## config.mk

```make
export PLATFORM = sky130hd
export DESIGN_NAME = fqr_reader
export DESIGN_NICKNAME = d
export VERILOG_FILES = /design/src/core/fqr_pkg.sv /design/src/core/fqr_reader.sv /design/src/core/fqr_sync.sv
export SDC_FILE = /design/constraint.sdc
export NUM_CORES = 1
export LEC_CHECK = 0
export BUFFER_PORTS_ARGS = -buffer_cell sky130_fd_sc_hd__buf_4
export CORE_ASPECT_RATIO = 1.4
export CORE_MARGIN = 2
export CORE_UTILIZATION = 57
export CTS_CLUSTER_DIAMETER = 60
export CTS_CLUSTER_SIZE = 40
export DETAILED_ROUTE_END_ITERATION = 10
export PLACE_DENSITY = 0.86
export SYNTH_ARGS = -nofsm -noshare
export SYNTH_HDL_FRONTEND = slang
export SYNTH_HIERARCHICAL = 1
export SYNTH_SLANG_ARGS = --single-unit
```

## constraint.sdc

```tcl
create_clock -name ref_clk -period 2.3 [get_ports ref_clk]
set_input_delay 0.46 -clock ref_clk [delete_from_list [all_inputs] [get_ports ref_clk]]
set_output_delay 0.46 -clock ref_clk [all_outputs]
set_load 0.02 [all_outputs]
```

## src/core/fqr_pkg.sv

```systemverilog
// Package for the FIFO read-side controller: widths, timing figures, states.
// Assumes a 125 MHz ref_clk driving the controller that faces the FIFO pins.
`default_nettype none
package fqr_pkg;
  // ************************************************************
  // Geometry
  // ************************************************************
  localparam int WORD_W = 4;                 // Bits per stored word
  localparam int DEPTH = 16;                 // Words per single device
  localparam int CASCADE_WORDS = 32;         // Least capacity of a cascade
  // ************************************************************
  // Timing
  // ************************************************************
  localparam int CLK_MHZ = 125;              // Controller clock rate
  localparam int BURST_MHZ = 35;             // Top burst shift rate
  localparam int CASCADE_MHZ = 25;           // Typical cascade handshake rate
  // Timer load per half burst period (each half lasts at least one cycle longer), rounded up so the rate never exceeds the figure
  localparam int BURST_HALF_CYC = (CLK_MHZ + 2 * BURST_MHZ - 1) / (2 * BURST_MHZ);
  // Timer load per half period for handshaked transfers through a cascade; each half lasts at least one cycle longer
  localparam int FLAG_HALF_CYC = (CLK_MHZ + 2 * CASCADE_MHZ - 1) / (2 * CASCADE_MHZ);
  localparam int CLEAR_CYC = 4;              // Master clear timer load; the pulse lasts one cycle longer
  // ************************************************************
  // Read sequencer states
  // ************************************************************
  typedef enum logic [2:0] {
    FQR_CLEAR,
    FQR_IDLE,
    FQR_STROBE_HI,
    FQR_STROBE_LO,
    FQR_BURST_HI,
    FQR_BURST_LO
  } fqr_state_e;
endpackage
`default_nettype wire

```

## src/core/fqr_reader.sv

```systemverilog
// Receiving-side controller for an asynchronous elastic FIFO (single or cascaded).
// Drives master clear, shift-out and output enable; watches the ready flag and data.
// Assumes the FIFO pins are asynchronous to ref_clk; they are synchronised here.
//
// Contract
// - Receiver returns strobe low before next
// - Burst ignores flags, rate up to 35 MHz
// - Writer never overfills in burst
// - Wide devices combine flags through gate
// - Wide empty hold-in needs composite ready
// - Cascade handshakes directly, about 25 MHz
// - Cascade supports 32 words and more
`default_nettype none
module fqr_reader #(
  parameter int WORD_W = fqr_pkg::WORD_W,      // Word width across side-by-side devices
  parameter int LANES = 1,                     // Devices placed side by side
  parameter int CAPACITY = fqr_pkg::DEPTH      // Words in the cascade, for burst bounds
) (
  // Clock and reset
  input wire logic ref_clk,
  input wire logic rst_n,
  // User request side
  input wire logic clear_req,                  // Pulse: issue a master clear
  input wire logic burst_mode,                 // Level: read without waiting for flags
  input wire logic [7:0] burst_len,            // Words per burst
  input wire logic take_ready,                 // User can accept a word
  output logic take_valid,                     // Word present on take_data
  output logic [WORD_W-1:0] take_data,         // Word read from the FIFO
  output logic busy,                           // Clearing or bursting
  // FIFO pins
  input wire logic [LANES-1:0] output_ready_flag,  // Per-device ready flags
  input wire logic [WORD_W-1:0] read_data_out,     // FIFO data pins
  output logic shift_out,                          // Shift-out strobe
  output logic master_clear,                       // Active-high master clear
  output logic out_drive_n                         // Active-low output drive enable
);
  // ************************************************************
  // Pin synchronisers
  // ************************************************************
  logic [LANES+WORD_W-1:0] pins_sync;
  logic [LANES-1:0] flags_s;
  logic [WORD_W-1:0] data_s;

  fqr_sync #(.WIDTH(LANES + WORD_W)) u_sync (
    .clk(ref_clk),
    .rst_n(rst_n),
    .d({output_ready_flag, read_data_out}),
    .q(pins_sync)
  );

  assign flags_s = pins_sync[LANES+WORD_W-1:WORD_W];
  assign data_s = pins_sync[WORD_W-1:0];

  // Composite flag: every lane must hold a word
  logic word_ready;
  assign word_ready = &flags_s;

  // Any lane still showing a word; outside burst mode the strobe stays up until every lane has let go,
  // so lanes with different ripple times never see a half-finished shift
  logic any_ready;
  assign any_ready = |flags_s;

  // ************************************************************
  // Sequencer state
  // ************************************************************
  fqr_pkg::fqr_state_e state;                  // Current phase
  fqr_pkg::fqr_state_e next_state;
  logic [7:0] cnt;                             // Pulse width and clear timer
  logic [7:0] next_cnt;
  logic [7:0] left;                            // Words left in a burst
  logic [7:0] next_left;
  logic [WORD_W-1:0] data_q;                   // Captured word
  logic [WORD_W-1:0] next_data_q;
  logic valid_q;                               // Captured word not yet taken
  logic next_valid_q;
  logic so_q;                                  // Registered shift-out pin
  logic next_so_q;
  logic mc_q;                                  // Registered master clear pin
  logic next_mc_q;

  localparam logic [7:0] CLEAR_LEN = 8'(fqr_pkg::CLEAR_CYC);
  localparam logic [7:0] BURST_HALF = 8'(fqr_pkg::BURST_HALF_CYC);
  localparam logic [7:0] FLAG_HALF = 8'(fqr_pkg::FLAG_HALF_CYC);
  localparam logic [7:0] CAP_MAX = 8'(CAPACITY);

  // Next values of the sequencer
  always_comb
  begin
    next_state = state;
    next_cnt = (cnt != 8'h00) ? cnt - 8'h01 : 8'h00;
    next_left = left;
    next_data_q = data_q;
    next_valid_q = valid_q;
    next_so_q = so_q;
    next_mc_q = 1'b0;
    // Word handed to the user
    if (valid_q && take_ready)
    begin
      next_valid_q = 1'b0;
    end
    unique case (state)
      // Hold master clear; the flag is forced low meanwhile
      fqr_pkg::FQR_CLEAR:
      begin
        next_mc_q = 1'b1;
        next_so_q = 1'b0;
        if (cnt == 8'h00)
        begin
          next_mc_q = 1'b0;
          next_state = fqr_pkg::FQR_IDLE;
        end
      end
      // Wait for a composite ready word and room at the user side
      fqr_pkg::FQR_IDLE:
      begin
        next_so_q = 1'b0;
        if (clear_req)
        begin
          next_state = fqr_pkg::FQR_CLEAR;
          next_cnt = CLEAR_LEN;
          next_mc_q = 1'b1;
        end
        else if (burst_mode && !next_valid_q && burst_len != 8'h00)
        begin
          // Bound the burst to what the FIFO can hold
          next_left = (burst_len > CAP_MAX) ? CAP_MAX : burst_len;
          next_state = fqr_pkg::FQR_BURST_HI;
          next_so_q = 1'b1;
          next_cnt = BURST_HALF;
        end
        else if (word_ready && !next_valid_q)
        begin
          // Valid word on the pins: take it, then strobe it out
          next_data_q = data_s;
          next_valid_q = 1'b1;
          next_so_q = 1'b1;
          next_cnt = FLAG_HALF;
          next_state = fqr_pkg::FQR_STROBE_HI;
        end
      end
      // Strobe high until the flag has dropped and the width is met
      fqr_pkg::FQR_STROBE_HI:
      begin
        if (cnt == 8'h00 && !any_ready)
        begin
          next_so_q = 1'b0;
          next_cnt = FLAG_HALF;
          next_state = fqr_pkg::FQR_STROBE_LO;
        end
      end
      // Strobe low: the next word advances into the output stage
      fqr_pkg::FQR_STROBE_LO:
      begin
        if (cnt == 8'h00)
        begin
          next_state = fqr_pkg::FQR_IDLE;
        end
      end
      // Burst high half: capture data as the strobe falls
      fqr_pkg::FQR_BURST_HI:
      begin
        if (cnt == 8'h00)
        begin
          next_so_q = 1'b0;
          next_cnt = BURST_HALF;
          next_state = fqr_pkg::FQR_BURST_LO;
          if (!next_valid_q)
          begin
            next_data_q = data_s;
            next_valid_q = 1'b1;
          end
        end
      end
      // Burst low half: next pulse or finish
      fqr_pkg::FQR_BURST_LO:
      begin
        if (cnt == 8'h00 && !next_valid_q)
        begin
          next_left = left - 8'h01;
          if (left == 8'h01)
          begin
            next_state = fqr_pkg::FQR_IDLE;
          end
          else
          begin
            next_so_q = 1'b1;
            next_cnt = BURST_HALF;
            next_state = fqr_pkg::FQR_BURST_HI;
          end
        end
      end
    endcase
  end

  // Register the sequencer; reset starts with a master clear
  always_ff @(posedge ref_clk)
  begin
    if (!rst_n)
    begin
      state <= fqr_pkg::FQR_CLEAR;
      cnt <= CLEAR_LEN;
      left <= 8'h00;
      data_q <= '0;
      valid_q <= 1'b0;
      so_q <= 1'b0;
      mc_q <= 1'b1;
    end
    else
    begin
      state <= next_state;
      cnt <= next_cnt;
      left <= next_left;
      data_q <= next_data_q;
      valid_q <= next_valid_q;
      so_q <= next_so_q;
      mc_q <= next_mc_q;
    end
  end

  // ************************************************************
  // Outputs
  // ************************************************************
  assign shift_out = so_q;
  assign master_clear = mc_q;
  assign out_drive_n = 1'b0;
  assign take_valid = valid_q;
  assign take_data = data_q;
  assign busy = (state == fqr_pkg::FQR_CLEAR) || (state == fqr_pkg::FQR_BURST_HI)
    || (state == fqr_pkg::FQR_BURST_LO);
endmodule
`default_nettype wire

```

## src/core/fqr_sync.sv

```systemverilog
// Two-flop synchroniser for a bus of pin levels.
// Assumes the inputs are asynchronous to clk; only the second stage is read.
`default_nettype none
module fqr_sync #(
  parameter int WIDTH = 1
) (
  // Clock and reset
  input wire logic clk,
  input wire logic rst_n,
  // Levels
  input wire logic [WIDTH-1:0] d,
  output logic [WIDTH-1:0] q
);
  logic [WIDTH-1:0] meta;        // First stage, read only by the second
  logic [WIDTH-1:0] next_meta;
  logic [WIDTH-1:0] next_q;

  // Next values of both stages
  always_comb
  begin
    next_meta = d;
    next_q = meta;
  end

  // Register both stages
  always_ff @(posedge clk)
  begin
    if (!rst_n)
    begin
      meta <= '0;
      q <= '0;
    end
    else
    begin
      meta <= next_meta;
      q <= next_q;
    end
  end
endmodule
`default_nettype wire

```

==> run summary <==
Slew Limit Fails: 0
final core occ: 69.2%
Worst Max-Slew Pin Slew: 538 ps
slew margin rel.: 63.8%
Seq/Total Area, Yosys: 36.6%
post-route DRC violation count: 0
f_max: 484 MHz
Via density: 6.06
CTS sink cnt: 36
Synth async-reset ratio: 0%
clk buf depth: 2
R2R Setup Slk: 230 ps
Worst R2R Path Depth: 7
status: finished, final reports clean
Die Height: 73.5 um
leakage: 0.867 nW
Min-Delay Path Depth: 2
CP Capture Type: register
vias in the first global route: 1,694
first-pass GRT wire length: 7370 um
CTS Hold Buffers Added: 0
met1 Track Usage GR: 27.0%
Avg Cell Area, Syn: 8.45 um2
Placed Cells: 293
top cell type by total area after synthesis: dfxtp_1
DR pass1 iterations: 4
Peak VDD IR: 0.000869 V
global-route met3 utilization: 6.50%
Area Growth Syn to Fin: 17.7%
share of cells above drive strength 1: 20.7%
clock share of power: 24.2%
setup TNS: 0 ps
root buf cell: clkbuf_8
Post-CTS Setup Inserts: 0
GRT Max-Usage Layer: met2
Synthesized Nets: 255
Req. time, crit path: 2520 ps
Post-synth top cells: 36 x dfxtp_1, 21 x nor2_1, 17 x a21oi_1
CP max FO: 9
Routed WL: 4600 um
clock-pin slew on the worst setup and hold paths: 70 ps
DR WL/cell: 15.3 um
dpl cell area: 2210 um2
power density over the cells: 1000 nW/um2
sink of the worst hold path: u_sync/meta[1]$_SDFF_PN0_
Mapped Cells: 233
R2R Path Start: cnt[0]$_SDFF_PN0_
Routability Congestion: 0.962
initial antenna violation count: 0
EDFF count, synth: 0
period utilization: 89.8%
share of the synthesized area in the top cell type: 36.6%
nets@finish: 282
sequential share of power: 36.5%
Worst Clk Skew: 7.39 ps
post-route cell area: 2320 um2
post-synth cell types: 50
I/O pin count: 27
Logic pwr share: 39.3%
ANT nets after route: 0
Synth Register Bits: 36
GRT Total Usage: 25.9%
mapped cell area: 1970 um2
cell row count: 25
Internal: 1.45 mW
number of buffers added on ports: 25
Sw Ratio: 37.9%
Most used DFF post-synth: dfxtp_1
Final Hold Viols: 0
grt ovf: 0
starting density of the core: 58.8%
overall die width: 53.7 um
Ant. Diodes: 0
r2r endpoint: take_data[1]$_SDFFE_PN0P_
Syn. warnings: 6
initial DRC count: 79
core area: 3350 um2
RSZ-0062 raised after global routing: false
final std cells w/o fill: 301
ranking of synthesized cells by area: dfxtp_1 37%, a21oi_1 4.3%, nor2_1 4.0%
total of max-cap violations: 0
pre-CTS setup slack: 183 ps
hold path start: read_data_out[1]
met2 Resource Use GR: 45.1%
Die Area: 3950 um2
CTS tree: yes
Hold WC Path Type: in2reg
clk_lat worst skew: 300 ps
total CTS buffers: 5
setup slack after layout: 234 ps
setup violators final: 0
detailed placement HPWL: 3320 um
post-CTS resize count: 0
critical path type: reg2reg
count leader, synth: dfxtp_1
largest net degree at the start of global routing: 22
switching pwr: 0.883 mW
crit start category: register
Final min period: 2070 ps
via count: 1,824
Worst EP arrival: 2290 ps
CTS H-tree depth: 2
-- worst max-delay path, cell delays in order, from the launching register on --
cell and delay (ps):
dfxtp_1 360, inv_1 100, ha_1 130, nor3b_2 350, nand3_4 210, nor4_1 470
o21ai_0 190, a21oi_1 180
-- flip-flops by register name, summed over array words and instances (netlist names) --
signal,cells
cnt,8
left,8
u_sync/meta,5
u_sync/q,5
take_data,4
state,3
master_clear,1
shift_out,1
take_valid,1
-- final cells by class --
| class | instances | area (um2) |
|---|---|---|
| Multi-Input combinational cell | 177 | 1170 |
| Tap cell | 40 | 50.0 |
| Timing Repair Buffer | 31 | 233 |
| Fill cell | 267 | 1030 |
| Sequential cell | 36 | 721 |
| Clock buffer | 5 | 68.8 |
| Inverter | 9 | 33.8 |
| Clock inverter | 3 | 42.5 |
-- through the flow --
step | hold slack (ps) | power (mW)
floorplan | 406 | 1.52
global placement | 411 | 1.74
detailed placement | 413 | 1.76
CTS | 368 | 2.32
global route | 375 | 2.47
finish | 373 | 2.33
-- layer usage --
| metal | part of all wire (%) | wire length [um] | up-vias |
|---|---|---|---|
| li1 | - | - | 891 |
| met1 | 39 | 1780 | 843 |
| met2 | 52 | 2400 | 68 |
| met3 | 4.5 | 206 | 22 |
| met4 | 4.5 | 207 | 0 |
| met5 | 0 | 0 | - |
-- logic make-up (layout without fill, tap and decap cells) --
family	after synthesis	count (layout)	share of synthesized area, %
AO/OA/AOI/OAI	66	66	24.7
adder cells (fa/ha/maj)	4	4	2.54
XOR/XNOR	10	10	4.45
buffers and inverters	20	48	4.01
other	1	1	0.191
flip-flops	36	36	36.6
AND/OR/NAND/NOR	96	96	27.5
-- cells in the final DEF (no fill, tap or decap), types with 2 or more instances in the layout --
cell	count
dfxtp_1	36
buf_4	31
nor2_1	21
a21oi_1	17
nand2_1	16
nand3_1	11
and2_1	10
inv_1	9
o21ai_0	9
nor3_1	6
xnor2_1	6
nor2b_1	5
o21ai_1	5
nor4_1	5
clkbuf_8	5
o21a_1	4
xor2_1	4
o211ai_1	4
a31oi_1	4
ha_1	4
nand2b_1	3
a2111oi_2	3
or3_1	3
nand4_1	3
a211oi_1	3
or4_4	2
nor3b_1	2
a21o_1	2
a31o_2	2
a211o_1	2
o31a_1	2
-- worst max path at each step --
stage,from,to,slack [ps]
floorplan,burst_len[0],cnt[3]$_SDFF_PN0_,420
global placement,burst_len[0],cnt[1]$_SDFF_PN0_,250
detailed placement,burst_len[0],cnt[3]$_SDFF_PN0_,180
CTS,cnt[0]$_SDFF_PN0_,take_data[1]$_SDFFE_PN0P_,210
global route,cnt[0]$_SDFF_PN0_,take_data[1]$_SDFFE_PN0P_,130
finish,cnt[0]$_SDFF_PN0_,take_data[1]$_SDFFE_PN0P_,230
-- power groups by stage --
stage | clock [mW] | combinational, mW | sequential [mW]
after floorplan | 0 | 0.675 | 0.850
after global placement | 0 | 0.880 | 0.861
after detailed placement | 0 | 0.892 | 0.864
after CTS | 0.566 | 0.906 | 0.851
after global routing | 0.596 | 1.01 | 0.869
final | 0.563 | 0.916 | 0.850
Note: power is estimated with default switching activity, not from simulation.
